<file path="src/verilog/hpdt_pkg.sv">
package hpdt_pkg;
  // Clock and timebase
  localparam int CLK_PERIOD_NS = 25;
  localparam int TICK_TIME_NS = 50000;
  localparam int TICK_CYCLES = TICK_TIME_NS / CLK_PERIOD_NS;
  localparam int FIXED_OFFSET_NS = 100000;
  localparam int OFFSET_TICKS = FIXED_OFFSET_NS / TICK_TIME_NS;
  localparam int TICKS_W = 17;

  // Register indices; byte address is four times the index
  localparam int ADDR_W = 14;
  localparam logic [11:0] IDX_LINE_CONTROL = 12'hC00;
  localparam logic [11:0] IDX_EVENT_STATUS = 12'hC01;
  localparam logic [11:0] IDX_EVENT_MASK = 12'hC02;
  localparam logic [11:0] IDX_EVENT_QUEUE = 12'hC03;
  localparam logic [11:0] IDX_SHORT_MIN = 12'hC04;
  localparam logic [11:0] IDX_SHORT_MAX = 12'hC05;
  localparam logic [11:0] IDX_RISE_DETECT = 12'hC06;
  localparam logic [11:0] IDX_FALL_DETECT = 12'hC08;
  localparam logic [11:0] IDX_PULSE_GEN = 12'hC0A;
  localparam logic [ADDR_W-1:0] ADDR_LINE_CONTROL = {IDX_LINE_CONTROL, 2'h0};
  localparam logic [ADDR_W-1:0] ADDR_EVENT_STATUS = {IDX_EVENT_STATUS, 2'h0};
  localparam logic [ADDR_W-1:0] ADDR_EVENT_MASK = {IDX_EVENT_MASK, 2'h0};
  localparam logic [ADDR_W-1:0] ADDR_EVENT_QUEUE = {IDX_EVENT_QUEUE, 2'h0};
  localparam logic [ADDR_W-1:0] ADDR_SHORT_MIN = {IDX_SHORT_MIN, 2'h0};
  localparam logic [ADDR_W-1:0] ADDR_SHORT_MAX = {IDX_SHORT_MAX, 2'h0};
  localparam logic [ADDR_W-1:0] ADDR_RISE_DETECT = {IDX_RISE_DETECT, 2'h0};
  localparam logic [ADDR_W-1:0] ADDR_FALL_DETECT = {IDX_FALL_DETECT, 2'h0};
  localparam logic [ADDR_W-1:0] ADDR_PULSE_GEN = {IDX_PULSE_GEN, 2'h0};

  // Field positions
  localparam int CTL_EN_BIT = 0;
  localparam int CTL_CFG_BIT = 1;
  localparam int CTL_GEN_BIT = 2;
  localparam int CTL_OVAL_BIT = 3;
  localparam int ST_SHORT_BIT = 0;
  localparam int ST_UNPLUG_BIT = 1;
  localparam int ST_RISE_BIT = 2;
  localparam int ST_NEMPTY_BIT = 3;
  localparam int QUEUE_DEPTH = 4;

  // Reset values
  localparam logic [7:0] RST_SHORT_MIN = 8'h00;
  localparam logic [7:0] RST_SHORT_MAX = 8'h00;
  localparam logic [15:0] RST_RISE_DETECT = 16'h0000;
  localparam logic [15:0] RST_FALL_DETECT = 16'h0000;
  localparam logic [7:0] RST_PULSE_GEN = 8'h00;
  localparam logic [3:0] RST_MASK = 4'h0;

  localparam logic [1:0] RESP_OKAY = 2'h0;
  localparam logic [1:0] RESP_SLVERR = 2'h2;

  typedef enum logic [1:0] {
    EV_EMPTY = 2'h0,
    EV_RISE = 2'h1,
    EV_UNPLUG = 2'h2,
    EV_SHORT = 2'h3
  } hpdt_event_t;

  typedef enum logic [4:0] {
    S_IDLE = 5'h01,
    S_HIGH_WAIT = 5'h02,
    S_PLUGGED = 5'h04,
    S_LOW_WAIT = 5'h08,
    S_PULSE = 5'h10
  } hpdt_state_t;
endpackage

</file>
<file path="src/verilog/hpdt_meas_if.sv">
interface hpdt_meas_if;
  import hpdt_pkg::*;
  logic restart;
  logic [TICKS_W-1:0] ticks;
  modport owner (output restart, input ticks);
  modport timer (input restart, output ticks);
endinterface

</file>
<file path="src/verilog/hpdt_top.sv">
module hpdt_top import hpdt_pkg::*; #(
  parameter int TICK_CYC = TICK_CYCLES
) (
  input wire logic aclk, // System clock, 40 MHz
  input wire logic aresetn, // Synchronous reset, active low
  input wire logic [ADDR_W-1:0] s_axi_awaddr, // Write address
  input wire logic s_axi_awvalid, // Write address valid
  output logic s_axi_awready, // Write address ready
  input wire logic [31:0] s_axi_wdata, // Write data
  input wire logic [3:0] s_axi_wstrb, // Write byte strobes
  input wire logic s_axi_wvalid, // Write data valid
  output logic s_axi_wready, // Write data ready
  output logic [1:0] s_axi_bresp, // Write response
  output logic s_axi_bvalid, // Write response valid
  input wire logic s_axi_bready, // Write response ready
  input wire logic [ADDR_W-1:0] s_axi_araddr, // Read address
  input wire logic s_axi_arvalid, // Read address valid
  output logic s_axi_arready, // Read address ready
  output logic [31:0] s_axi_rdata, // Read data
  output logic [1:0] s_axi_rresp, // Read response
  output logic s_axi_rvalid, // Read data valid
  input wire logic s_axi_rready, // Read data ready
  input wire logic hot_plug_line_in, // Line level from pin
  output logic hot_plug_line_out, // Line level driven
  output logic hot_plug_line_oe, // High while driving the line
  output logic irq // Level interrupt
);
  localparam int QP_W = $clog2(QUEUE_DEPTH);

  // Bus state
  logic awready_reg, wready_reg, bvalid_reg, arready_reg, rvalid_reg;
  logic [1:0] bresp_reg, rresp_reg;
  logic [31:0] rdata_reg;
  logic aw_got_reg, w_got_reg;
  logic [ADDR_W-1:0] waddr_reg;
  logic [31:0] wdata_reg;
  logic [3:0] wstrb_reg;

  // Control and timing registers
  logic ctl_en_reg, ctl_cfg_reg, ctl_gen_reg, ctl_oval_reg;
  logic [7:0] short_pulse_min_time_reg, short_pulse_max_time_reg, pulse_generation_time_reg;
  logic [15:0] rise_detect_time_reg, fall_detect_time_reg;
  logic [2:0] sts_reg;
  logic [2:0] sts_next;
  logic [3:0] mask_reg;
  logic [1:0] q_reg [QUEUE_DEPTH];
  logic [QP_W-1:0] q_wptr_reg;

  // Line path and detector
  logic sync1_reg, sync2_reg;
  logic line_out_reg, line_oe_reg, irq_reg;
  hpdt_state_t state_reg, state_next;
  logic ev_rise, ev_unplug, ev_short, pulse_done;

  hpdt_meas_if meas ();

  hpdt_tick_timer #(.TICK_CYC(TICK_CYC)) u_timer (
    .aclk(aclk),
    .aresetn(aresetn),
    .m(meas)
  );

  // Write path decode
  wire aw_fire = s_axi_awvalid && awready_reg;
  wire w_fire = s_axi_wvalid && wready_reg;
  wire ar_fire = s_axi_arvalid && arready_reg;
  wire do_write = aw_got_reg && w_got_reg && !bvalid_reg;
  wire [31:0] wmask = {{8{wstrb_reg[3]}}, {8{wstrb_reg[2]}}, {8{wstrb_reg[1]}}, {8{wstrb_reg[0]}}};
  wire [31:0] wbits = wdata_reg & wmask;
  wire wr_ctl = do_write && waddr_reg == ADDR_LINE_CONTROL && wstrb_reg[0];
  wire wr_sts = do_write && waddr_reg == ADDR_EVENT_STATUS;
  wire wr_mask = do_write && waddr_reg == ADDR_EVENT_MASK;
  wire wr_queue = do_write && waddr_reg == ADDR_EVENT_QUEUE;
  wire wr_min = do_write && waddr_reg == ADDR_SHORT_MIN;
  wire wr_max = do_write && waddr_reg == ADDR_SHORT_MAX;
  wire wr_rise = do_write && waddr_reg == ADDR_RISE_DETECT;
  wire wr_fall = do_write && waddr_reg == ADDR_FALL_DETECT;
  wire wr_gen = do_write && waddr_reg == ADDR_PULSE_GEN;
  wire w_hit = wr_ctl || wr_sts || wr_mask || wr_queue || wr_min || wr_max || wr_rise
    || wr_fall || wr_gen || (do_write && waddr_reg == ADDR_LINE_CONTROL);

  // Mode, thresholds and visible values
  wire in_mode = ctl_en_reg && !ctl_cfg_reg;
  wire out_mode = ctl_en_reg && ctl_cfg_reg;
  wire line_s = sync2_reg;
  wire [TICKS_W-1:0] ticks = meas.ticks;
  wire [TICKS_W-1:0] thr_min = TICKS_W'(short_pulse_min_time_reg) + TICKS_W'(OFFSET_TICKS);
  wire [TICKS_W-1:0] thr_max = TICKS_W'(short_pulse_max_time_reg) + TICKS_W'(OFFSET_TICKS);
  wire [TICKS_W-1:0] thr_rise = TICKS_W'(rise_detect_time_reg) + TICKS_W'(OFFSET_TICKS);
  wire [TICKS_W-1:0] thr_fall = TICKS_W'(fall_detect_time_reg) + TICKS_W'(OFFSET_TICKS);
  wire [TICKS_W-1:0] thr_gen = TICKS_W'(pulse_generation_time_reg);
  wire [7:0] q_word = {q_reg[3], q_reg[2], q_reg[1], q_reg[0]};
  wire q_nempty = in_mode && (q_word != 8'h00);
  wire [3:0] ctl_word = {ctl_oval_reg && ctl_cfg_reg, ctl_gen_reg && ctl_cfg_reg,
    ctl_cfg_reg, ctl_en_reg};

  // Read path decode
  wire [31:0] rd_data =
    (s_axi_araddr == ADDR_LINE_CONTROL) ? {28'h0000000, ctl_word} :
    (s_axi_araddr == ADDR_EVENT_STATUS) ? {28'h0000000, q_nempty, sts_reg} :
    (s_axi_araddr == ADDR_EVENT_MASK) ? {28'h0000000, mask_reg} :
    (s_axi_araddr == ADDR_EVENT_QUEUE) ? {24'h000000, (in_mode ? q_word : 8'h00)} :
    (s_axi_araddr == ADDR_SHORT_MIN) ? {24'h000000, short_pulse_min_time_reg} :
    (s_axi_araddr == ADDR_SHORT_MAX) ? {24'h000000, short_pulse_max_time_reg} :
    (s_axi_araddr == ADDR_RISE_DETECT) ? {16'h0000, rise_detect_time_reg} :
    (s_axi_araddr == ADDR_FALL_DETECT) ? {16'h0000, fall_detect_time_reg} :
    (s_axi_araddr == ADDR_PULSE_GEN) ? {24'h000000, pulse_generation_time_reg} : 32'h00000000;
  wire r_hit = (s_axi_araddr == ADDR_LINE_CONTROL) || (s_axi_araddr == ADDR_EVENT_STATUS)
    || (s_axi_araddr == ADDR_EVENT_MASK) || (s_axi_araddr == ADDR_EVENT_QUEUE)
    || (s_axi_araddr == ADDR_SHORT_MIN) || (s_axi_araddr == ADDR_SHORT_MAX)
    || (s_axi_araddr == ADDR_RISE_DETECT) || (s_axi_araddr == ADDR_FALL_DETECT)
    || (s_axi_araddr == ADDR_PULSE_GEN);

  // Write address and data are held independently until both are in
  always_ff @(posedge aclk) begin
    if (!aresetn) begin
      awready_reg <= 1'b0;
      wready_reg <= 1'b0;
      aw_got_reg <= 1'b0;
      w_got_reg <= 1'b0;
      waddr_reg <= '0;
      wdata_reg <= 32'h00000000;
      wstrb_reg <= 4'h0;
    end else begin
      awready_reg <= !aw_fire && !aw_got_reg && !bvalid_reg;
      wready_reg <= !w_fire && !w_got_reg && !bvalid_reg;
      if (aw_fire) begin
        aw_got_reg <= 1'b1;
        waddr_reg <= s_axi_awaddr;
      end else if (do_write) begin
        aw_got_reg <= 1'b0;
      end
      if (w_fire) begin
        w_got_reg <= 1'b1;
        wdata_reg <= s_axi_wdata;
        wstrb_reg <= s_axi_wstrb;
      end else if (do_write) begin
        w_got_reg <= 1'b0;
      end
    end
  end

  // Write response; an unmapped address answers SLVERR
  always_ff @(posedge aclk) begin
    if (!aresetn) begin
      bvalid_reg <= 1'b0;
      bresp_reg <= RESP_OKAY;
    end else if (do_write) begin
      bvalid_reg <= 1'b1;
      bresp_reg <= w_hit ? RESP_OKAY : RESP_SLVERR;
    end else if (s_axi_bready) begin
      bvalid_reg <= 1'b0;
    end
  end

  // Read channel: one read at a time, data captured at address handshake
  always_ff @(posedge aclk) begin
    if (!aresetn) begin
      arready_reg <= 1'b0;
      rvalid_reg <= 1'b0;
      rdata_reg <= 32'h00000000;
      rresp_reg <= RESP_OKAY;
    end else begin
      arready_reg <= !ar_fire && !rvalid_reg;
      if (ar_fire) begin
        rvalid_reg <= 1'b1;
        rdata_reg <= rd_data;
        rresp_reg <= r_hit ? RESP_OKAY : RESP_SLVERR;
      end else if (s_axi_rready) begin
        rvalid_reg <= 1'b0;
      end
    end
  end

  // Control register; the request bit self-clears when the pulse ends
  always_ff @(posedge aclk) begin
    if (!aresetn) begin
      ctl_en_reg <= 1'b0;
      ctl_cfg_reg <= 1'b0;
      ctl_oval_reg <= 1'b0;
      ctl_gen_reg <= 1'b0;
    end else begin
      if (wr_ctl) begin
        ctl_en_reg <= wdata_reg[CTL_EN_BIT];
        ctl_cfg_reg <= wdata_reg[CTL_CFG_BIT];
        ctl_oval_reg <= wdata_reg[CTL_OVAL_BIT];
      end
      // A new request written with the completion wins over the clear
      if (wr_ctl && wdata_reg[CTL_GEN_BIT] && wdata_reg[CTL_CFG_BIT]) begin
        ctl_gen_reg <= 1'b1;
      end else if (pulse_done || !ctl_cfg_reg) begin
        ctl_gen_reg <= 1'b0;
      end
    end
  end

  // Timing registers take byte lanes; software must only touch them while disabled
  always_ff @(posedge aclk) begin
    if (!aresetn) begin
      short_pulse_min_time_reg <= RST_SHORT_MIN;
      short_pulse_max_time_reg <= RST_SHORT_MAX;
      rise_detect_time_reg <= RST_RISE_DETECT;
      fall_detect_time_reg <= RST_FALL_DETECT;
      pulse_generation_time_reg <= RST_PULSE_GEN;
      mask_reg <= RST_MASK;
    end else begin
      if (wr_min) short_pulse_min_time_reg <= (short_pulse_min_time_reg & ~wmask[7:0]) | wbits[7:0];
      if (wr_max) short_pulse_max_time_reg <= (short_pulse_max_time_reg & ~wmask[7:0]) | wbits[7:0];
      if (wr_rise) rise_detect_time_reg <= (rise_detect_time_reg & ~wmask[15:0]) | wbits[15:0];
      if (wr_fall) fall_detect_time_reg <= (fall_detect_time_reg & ~wmask[15:0]) | wbits[15:0];
      if (wr_gen) pulse_generation_time_reg <= (pulse_generation_time_reg & ~wmask[7:0]) | wbits[7:0];
      if (wr_mask) mask_reg <= (mask_reg & ~wmask[3:0]) | wbits[3:0];
    end
  end

  // Line synchroniser; only the second stage is read
  always_ff @(posedge aclk) begin
    if (!aresetn) begin
      sync1_reg <= 1'b0;
      sync2_reg <= 1'b0;
    end else begin
      sync1_reg <= hot_plug_line_in;
      sync2_reg <= sync1_reg;
    end
  end

  // Period classifier; every state change restarts the tick count
  always_comb begin
    state_next = state_reg;
    ev_rise = 1'b0;
    ev_unplug = 1'b0;
    ev_short = 1'b0;
    pulse_done = 1'b0;
    case (state_reg)
      S_IDLE: begin
        if (out_mode && ctl_gen_reg) state_next = S_PULSE;
        else if (in_mode && line_s) state_next = S_HIGH_WAIT;
      end
      S_HIGH_WAIT: begin
        if (!in_mode || !line_s) begin
          state_next = S_IDLE;
        end else if (ticks >= thr_rise) begin
          ev_rise = 1'b1;
          state_next = S_PLUGGED;
        end
      end
      S_PLUGGED: begin
        if (!in_mode) state_next = S_IDLE;
        else if (!line_s) state_next = S_LOW_WAIT;
      end
      S_LOW_WAIT: begin
        if (!in_mode) begin
          state_next = S_IDLE;
        end else if (line_s) begin
          ev_short = (ticks >= thr_min) && (ticks < thr_max);
          state_next = S_PLUGGED;
        end else if (ticks >= thr_fall) begin
          ev_unplug = 1'b1;
          state_next = S_IDLE;
        end
      end
      S_PULSE: begin
        if (!out_mode) begin
          state_next = S_IDLE;
        end else if (ticks >= thr_gen) begin
          pulse_done = 1'b1;
          state_next = S_IDLE;
        end
      end
      default: state_next = S_IDLE;
    endcase
  end

  assign meas.restart = (state_next != state_reg);

  // State and pin drive; the line is released to the output value after a pulse
  always_ff @(posedge aclk) begin
    if (!aresetn) begin
      state_reg <= S_IDLE;
      line_out_reg <= 1'b0;
      line_oe_reg <= 1'b0;
    end else begin
      state_reg <= state_next;
      line_out_reg <= out_mode && ctl_oval_reg && (state_next != S_PULSE);
      line_oe_reg <= out_mode;
    end
  end

  // Sticky flags: set wins over a same-cycle write-one clear; cleared on disable
  wire [2:0] sts_set = {ev_rise, ev_unplug, ev_short || pulse_done};
  wire [2:0] sts_clr = wr_sts ? wbits[2:0] : 3'h0;
  always_comb begin
    sts_next = ctl_en_reg ? ((sts_reg & ~sts_clr) | sts_set) : 3'h0;
  end

  always_ff @(posedge aclk) begin
    if (!aresetn) begin
      sts_reg <= 3'h0;
      irq_reg <= 1'b0;
    end else begin
      sts_reg <= sts_next;
      irq_reg <= |({q_nempty, sts_reg} & mask_reg);
    end
  end

  // Event queue: fills the next slot only if it is empty, else the event is dropped
  wire ev_any = ev_rise || ev_unplug || ev_short;
  wire [1:0] ev_code = ev_short ? EV_SHORT : (ev_unplug ? EV_UNPLUG : EV_RISE);
  wire q_push = ev_any && (q_reg[q_wptr_reg] == EV_EMPTY);

  for (genvar i = 0; i < QUEUE_DEPTH; i++) begin : g_slot
    wire clr_i = wr_queue && wstrb_reg[0] && (wdata_reg[2*i +: 2] == EV_RISE);
    always_ff @(posedge aclk) begin
      if (!aresetn || !in_mode) begin
        q_reg[i] <= EV_EMPTY;
      end else if (q_push && q_wptr_reg == QP_W'(i)) begin
        q_reg[i] <= ev_code;
      end else if (clr_i) begin
        q_reg[i] <= EV_EMPTY;
      end
    end
  end

  always_ff @(posedge aclk) begin
    if (!aresetn || !in_mode) q_wptr_reg <= '0;
    else if (q_push) q_wptr_reg <= q_wptr_reg + QP_W'(1);
  end

  assign s_axi_awready = awready_reg;
  assign s_axi_wready = wready_reg;
  assign s_axi_bvalid = bvalid_reg;
  assign s_axi_bresp = bresp_reg;
  assign s_axi_arready = arready_reg;
  assign s_axi_rvalid = rvalid_reg;
  assign s_axi_rdata = rdata_reg;
  assign s_axi_rresp = rresp_reg;
  assign hot_plug_line_out = line_out_reg;
  assign hot_plug_line_oe = line_oe_reg;
  assign irq = irq_reg;
endmodule

</file>
<file path="src/verilog/hpdt_tick_timer.sv">
module hpdt_tick_timer import hpdt_pkg::*; #(
  parameter int TICK_CYC = TICK_CYCLES
) (
  input wire logic aclk, // System clock
  input wire logic aresetn, // Synchronous reset, active low
  hpdt_meas_if.timer m // Restart in, elapsed ticks out
);
  localparam int PRE_W = $clog2(TICK_CYC + 1);
  localparam logic [TICKS_W-1:0] TICKS_MAX = {TICKS_W{1'b1}};

  logic [PRE_W-1:0] pre_reg;
  logic [TICKS_W-1:0] ticks_reg;

  wire wrap = (pre_reg == PRE_W'(TICK_CYC - 1));

  // Prescaler restarts with the count so every period is measured from zero
  always_ff @(posedge aclk) begin
    if (!aresetn || m.restart) begin
      pre_reg <= '0;
      ticks_reg <= '0;
    end else if (wrap) begin
      pre_reg <= '0;
      if (ticks_reg != TICKS_MAX) begin // Saturate rather than wrap to a short period
        ticks_reg <= ticks_reg + TICKS_W'(1);
      end
    end else begin
      pre_reg <= pre_reg + PRE_W'(1);
    end
  end

  assign m.ticks = ticks_reg;
endmodule

</file>
<file path="config.mk">
export PLATFORM = sky130hd
export DESIGN_NAME = hpdt_top
export DESIGN_NICKNAME = d
export VERILOG_FILES = /design/src/verilog/hpdt_pkg.sv /design/src/verilog/hpdt_meas_if.sv /design/src/verilog/hpdt_top.sv /design/src/verilog/hpdt_tick_timer.sv
export SDC_FILE = /design/constraint.sdc
export NUM_CORES = 1
export LEC_CHECK = 0
export ABC_AREA = 1
export ABC_CLOCK_PERIOD_IN_PS = 3500
export BUFFER_PORTS_ARGS = -buffer_cell sky130_fd_sc_hd__clkbuf_2
export CORE_MARGIN = 5
export CORE_UTILIZATION = 25
export DETAILED_ROUTE_END_ITERATION = 7
export MAX_ROUTING_LAYER = met4
export PLACE_DENSITY_LB_ADDON = 0.2
export SYNTH_ARGS = -nofsm -noshare
export SYNTH_HDL_FRONTEND = slang
export SYNTH_SLANG_ARGS = --single-unit
</file>
<file path="constraint.sdc">
create_clock -name aclk -period 3.5 [get_ports aclk]
set_input_delay 0.175 -clock aclk [delete_from_list [all_inputs] [get_ports aclk]]
set_output_delay 0.175 -clock aclk [all_outputs]
set_load 0.05 [all_outputs]
</file>
After elaboration in Yosys (flattened, before gate mapping)
Memory sizes are Yosys's and may differ from the RTL's. A register that Yosys moved wholly into a read port is not among the register bits. Index checks and enable logic that the tools add are counted.

Memories kept: 1. RAM bits: 8. Output and inout port bits: 44. Register bits: 182.

Memories: q_reg (depth 4, bits a word 2, read ports 5, clocked after memory_dff 1, write ports 4, line hpdt_top.sv:46) `logic [1:0] q_reg [QUEUE_DEPTH];`.

Multiplexer cells: 89. $add $sub $neg: 7. Bitwise gates (word level): 28. Reductions and logical operators: 89. Magnitude comparators: 5. Eq/ne operators: 34.

Operators with widths (number): == test 14 bit, second input constant (18); 2-to-1 mux 16 bit (8); 2-to-1 mux 5 bit (11); 2-to-1 mux 1 bit (52); AND 16 bit (3); logical AND 1 bit (42); adder 16 x 2 -> 17 bit, second input constant (2); greater-or-equal comparator 17 bit (2); bitwise OR 16 bit (2); 2-to-1 mux 2 bit (14); one-hot mux 5 bit (5 select lines) (1); AND 8 bit (3); logical OR 1 bit (24); bitwise OR 8 bit (3); adder 8 x 2 -> 9 bit, second input constant (2); adder 17 x 1 -> 17 bit, second input constant (1); greater-or-equal comparator 17 x 8 -> 1 bit (1); greater-or-equal comparator 17 x 9 -> 1 bit (1); less-than comparator 17 x 9 -> 1 bit (1); inequality test 17 bit, second input constant (1); 2-to-1 mux 8 bit (2); inverter 16 bit (1); adder 11 x 1 -> 11 bit, second input constant (1); == test 11 bit, second input constant (1); other kinds (26) (55).

Logic depth before layout (Yosys ltp)
Depth in word-level cells: 15. Depth in mapped cells: 24.

Hierarchy
A second synthesis with hierarchy kept.

Cells, all modules: 1541. Area total of the unflattened synthesis: 10647.7 µm².

Modules (own cells, without submodules): hpdt_top (area each 9156.3 µm², cells an instance 1327, instances 1); hpdt_tick_timer (area each 1491.4 µm², cells an instance 214, instances 1).

Worst setup path after synthesis
OpenSTA, ideal clock, no wires.

Path type: reg2reg. Start point: register (tool-made name). End point: memory q_reg[2][0] (enable). Path buffers: 1. Library setup time: 300 ps. Data required time: 3200 ps. Slack: 110 ps. Stages on the path, launching flop included: 23. Arrival time: 3089 ps. Path through: dfxtp_1 -> ha_1 -> nand3_1 -> nor3_1 -> nand3_1 -> nor3_1 -> nand3_1 -> nor3_1 -> xor2_1 -> inv_1 -> ha_1 -> nand2_1 -> nor2_1 -> and2_1 -> nand4_1 -> nand4_1 -> nand3b_1 -> nand2_1 -> inv_1 -> nand2_1 -> buf_4 -> nand3_1 -> nand3_1.

RTL lines (line): to (decl) (hpdt_top.sv:46).

==> key figures <==
Cells and area
  – Post-route cell area: 12700 µm²
  – Fraction of layout instances using a drive strength above 1: 0.189
  – Register area: 3570 µm²
  – Multi-input logic area: 5950 µm²
  – Fill cell count: 4318
  – Layout net count: 1697
  – Area growth, synth to finish: 25.2%
  – Fin util: 0.318
  – Final Non-Filler Cells: 2094

Floorplanning
  – Core Region: 39900 µm²
  – # IOs: 116
  – Total Die Area: 44700 µm²
  – Die Y-Extent: 211 µm
  – Die width: 211 µm
  – Starting Density: 0.254
  – Row cnt: 73

Yosys
  – #FFs+latches synth: 174
  – Synth Area per Inst: 7.26 µm²
  – Post-synthesis instance area: 10100 µm²
  – Synth top area share: 0.328
  – Proportion of synthesized chip area in sequential cells: 0.352
  – Largest family of logic cells by synthesized area: simple AND/OR/NAND/NOR gates
  – Synth Area in Compound Gates: 0.161
  – Post-Synth Simple-Gate Area: 0.248
  – Ranking of synthesized cells by area: dfxtp_1 (33%), ha_1 (8.6%), inv_1 (6.7%)
  – Synthesis warning total: 0
  – Synth unique cells: 53
  – Cell taking the most area after synthesis: dfxtp_1
  – Adder-Cell Fraction of Synth Area: 0.0864
  – Cells after synthesis: 1396
  – Post-Synth XOR/XNOR Area: 0.0519
  – Mux cell area share after synthesis: 0.00198

Hold path
  – Path category of the worst min-delay check: input pin to flip-flop

Global route
  – Global-route wire length before repair: 50200 µm
  – Initial antenna violation count: 1
  – Vias in the first global route: 9284
  – Total gr overflow: 0
  – Total GRT Usage: 0.145
  – Largest net degree at the start of global routing: 78

Pwr
  – Clock share of power: 0.436
  – Power per cell area: 335 nW/µm²
  – Leakage: 5.28 nW
  – Internal Power: 3.10 mW
  – Power Total: 4.25 mW
  – Flop pwr share: 0.491
  – Switch share: 0.271
  – Sw power: 1.15 mW
  – Worst IR Drop VDD: 0.000227 V
  – Logic pwr share: 0.072

Worst setup path
  – Setup CP Type: flip-flop to flip-flop
  – Crit path DAT: 3800 ps
  – Setup crit end kind: flip-flop
  – Startpoint types: flip-flop
  – CP max FO: 5
  – Critical Path RT: 3880 ps
  – Critical path's top delay family: simple AND/OR/NAND/NOR gates
  – Crit path cell chain: buf_6 -> inv_4 -> nor3_4 -> nand3_2 -> nor2_4 -> nand4_1 -> nor2_1 -> nand4_1 -> xor2_1 -> ha_1 -> nand2_2 -> nor2_4 -> and2_4 -> nand4_1 -> nand4_1 -> buf_4 -> nand2_2 -> nand2_1 -> nand2_1 -> nand3_2 -> nor2_4 -> nand4_4 -> clkbuf_16 -> nor2_2
  – Crit path largest cell delay: 340 ps
  – Max stage delay cell, worst path: dfxtp_2
  – WP buf/inv: 4
  – Most numerous cell on the critical path: nand4_1

STA
  – # setup viols final: 0
  – Clock Skews: 10.6 ps
  – RSZ-0062 raised after global routing: yes
  – FMAX: 293 MHz
  – Max-slew violation count: 0
  – Final hold violation count: 0
  – Fin crit period: 3410 ps
  – Worst slew pin tran: 994 ps
  – Final hold slack: 3.37 ps
  – Max_slew headroom: 0.336
  – Crit share post-route: 0.974

Placement
  – Post-DP Area: 11400 µm²
  – Port bufs: 79
  – DP Wirelength: 24900 µm
  – Placed Cells: 2023
  – GP Congestion: 0.865

Detailed routing
  – Overall routed net length: 31800 µm
  – WL per Instance: 15.2 µm
  – Vias post-DR: 9508
  – Initial drt markers: 474
  – DRC: 0
  – Routed Antenna Nets: 0
  – Via density: 4.54
  – Pre-antenna DRT Iters: 5

Clock network
  – Root Buffer: clkbuf_16
  – CTS tree: done
  – H-tree depth: 4
  – CTS Buf Count: 17
  – Clock latency on the worst-skew pair: 440 ps
  – Worst-path clk slew: 70 ps
  – Clock buffer depth: 2
  – # clock sinks: 174

Job
  – Max Cap Violations: 0

Run status
  – Status: complete, no violations
==> metal layers <==
| layer | vias to the layer above | global-route usage | share of wire |
|---|---|---|---|
| met5 | - | - | 0 |
| met4 | 0 | 0.0338 | 0.012 |
| met3 | 20 | 0.0182 | 0.024 |
| met2 | 139 | 0.244 | 0.49 |
| met1 | 4411 | 0.187 | 0.48 |
| li1 | 4938 | - | - |
==> stage by stage <==
stage | TNS (ps) | worst slack [ps]
final | 0 | 89.3
after global routing | -5430 | -226
after floorplan | 0 | 110
after global placement | -5370 | -186
after detailed placement | -8400 | -246
after CTS | -282 | -34.8
==> layout by cell type, fill, tap and decap left out, types with 6 or more instances in the layout <==
cell type      synthesis  layout
nand3_1               64      47
xor2_1                50      49
nor2_2                26      31
xnor2_1               10      10
a21oi_1              127     125
conb_1                 1      18
nor3_1                29      21
a31oi_1                9       9
nor2_4                 4       6
nand3_2                2      18
clkbuf_16              0      19
buf_4                 19      75
nor4_1                 9       9
nand2_2                2      10
inv_1                181     179
edfxtp_1               8       8
nor3_4                 1       7
ha_1                  70      64
clkbuf_2               0      78
nand4_1               39      39
dfxtp_1              166     161
nor2_1               169     162
o22ai_1               12      12
dlygate4sd3_1          0      21
nand2_1              176     167
o21ai_0              131     130
==> synthesized netlist by cell type (all sizes together) <==
cell type    n
a21o         2
o21a         4
o31ai        2
edfxtp       8
nor2       200
a211oi       5
a41oi        1
nor3        32
and2         3
conb         1
a32o         1
o211ai       3
buf         28
and3         1
a31oi        9
xor2        50
xnor2       10
nand2      178
or2          5
ha          70
nand4       41
clkbuf      29
nor4        11
o21bai       1
dfxtp      166
inv        182
nand3       67
o2111ai      4
nand3b       3
o32ai        1
clkinv       2
a21oi      128
o21ai      134
o22ai       12
mux2i        2
==> cell type report <==
cell class	count	area share
multi-input combinational	998	0.469
sequential	174	0.281
timing repair buffer	180	0.0990
inverter	184	0.0548
tap	525	0.0518
clock buffer	19	0.0358
clock inverter	13	0.00799
antenna	1	0.000197
==> worst paths after layout <==
path                        start            endpoint  slack [ps]  depth (start not counted)
setup reg to reg        flip-flop  u_timer.pre_reg[2]          90                         24
hold reg to reg         sync1_reg              line_s         420                          2
setup / recovery        flip-flop  u_timer.pre_reg[2]          90                         24
hold / removal    s_axi_wdata[15]       wdata_reg[15]           3                          3
==> power by group through the flow <==
stage               logic, mW  clock network (mW)  registers (mW)
finish                  0.308                1.85            2.09
global route            0.342                1.98            2.09
CTS                     0.311                1.90            2.09
detailed placement      0.288                   0            2.13
global placement        0.286                   0            2.13
floorplan               0.193                   0            2.13
==> timing repair <==
action                                  CTS  global route
pin swaps                                18            30
endpoints found under the hold margin    21             0
hold buffers                             21             0
endpoints found under the setup margin   48            50
resized for setup                        28            48
setup buffers                            13             4
gates cloned                              1             0
==> worst register-to-register path, delay by kind of cell, from the launching register on <==
kind / cells / cell delay, ps
and+or+nand+nor: 18 / 1990
buffers and inverters: 4 / 540
DFF: 1 / 340
adders and majority gates: 1 / 330
xor gates and xnor gates: 1 / 170
==> logic make-up (layout without fill, tap and decap cells) <==
| kind of cell | Yosys count | count (layout) |
|---|---|---|
| and+or+nand+nor | 541 | 541 |
| AOI/OAI and AO/OA | 307 | 307 |
| buffers and inverters | 241 | 396 |
| DFF | 174 | 174 |
| adders and majority gates | 70 | 70 |
| xor gates and xnor gates | 60 | 60 |
| muxes | 2 | 2 |
| other | 1 | 19 |
(Power assumes the default switching activity.)
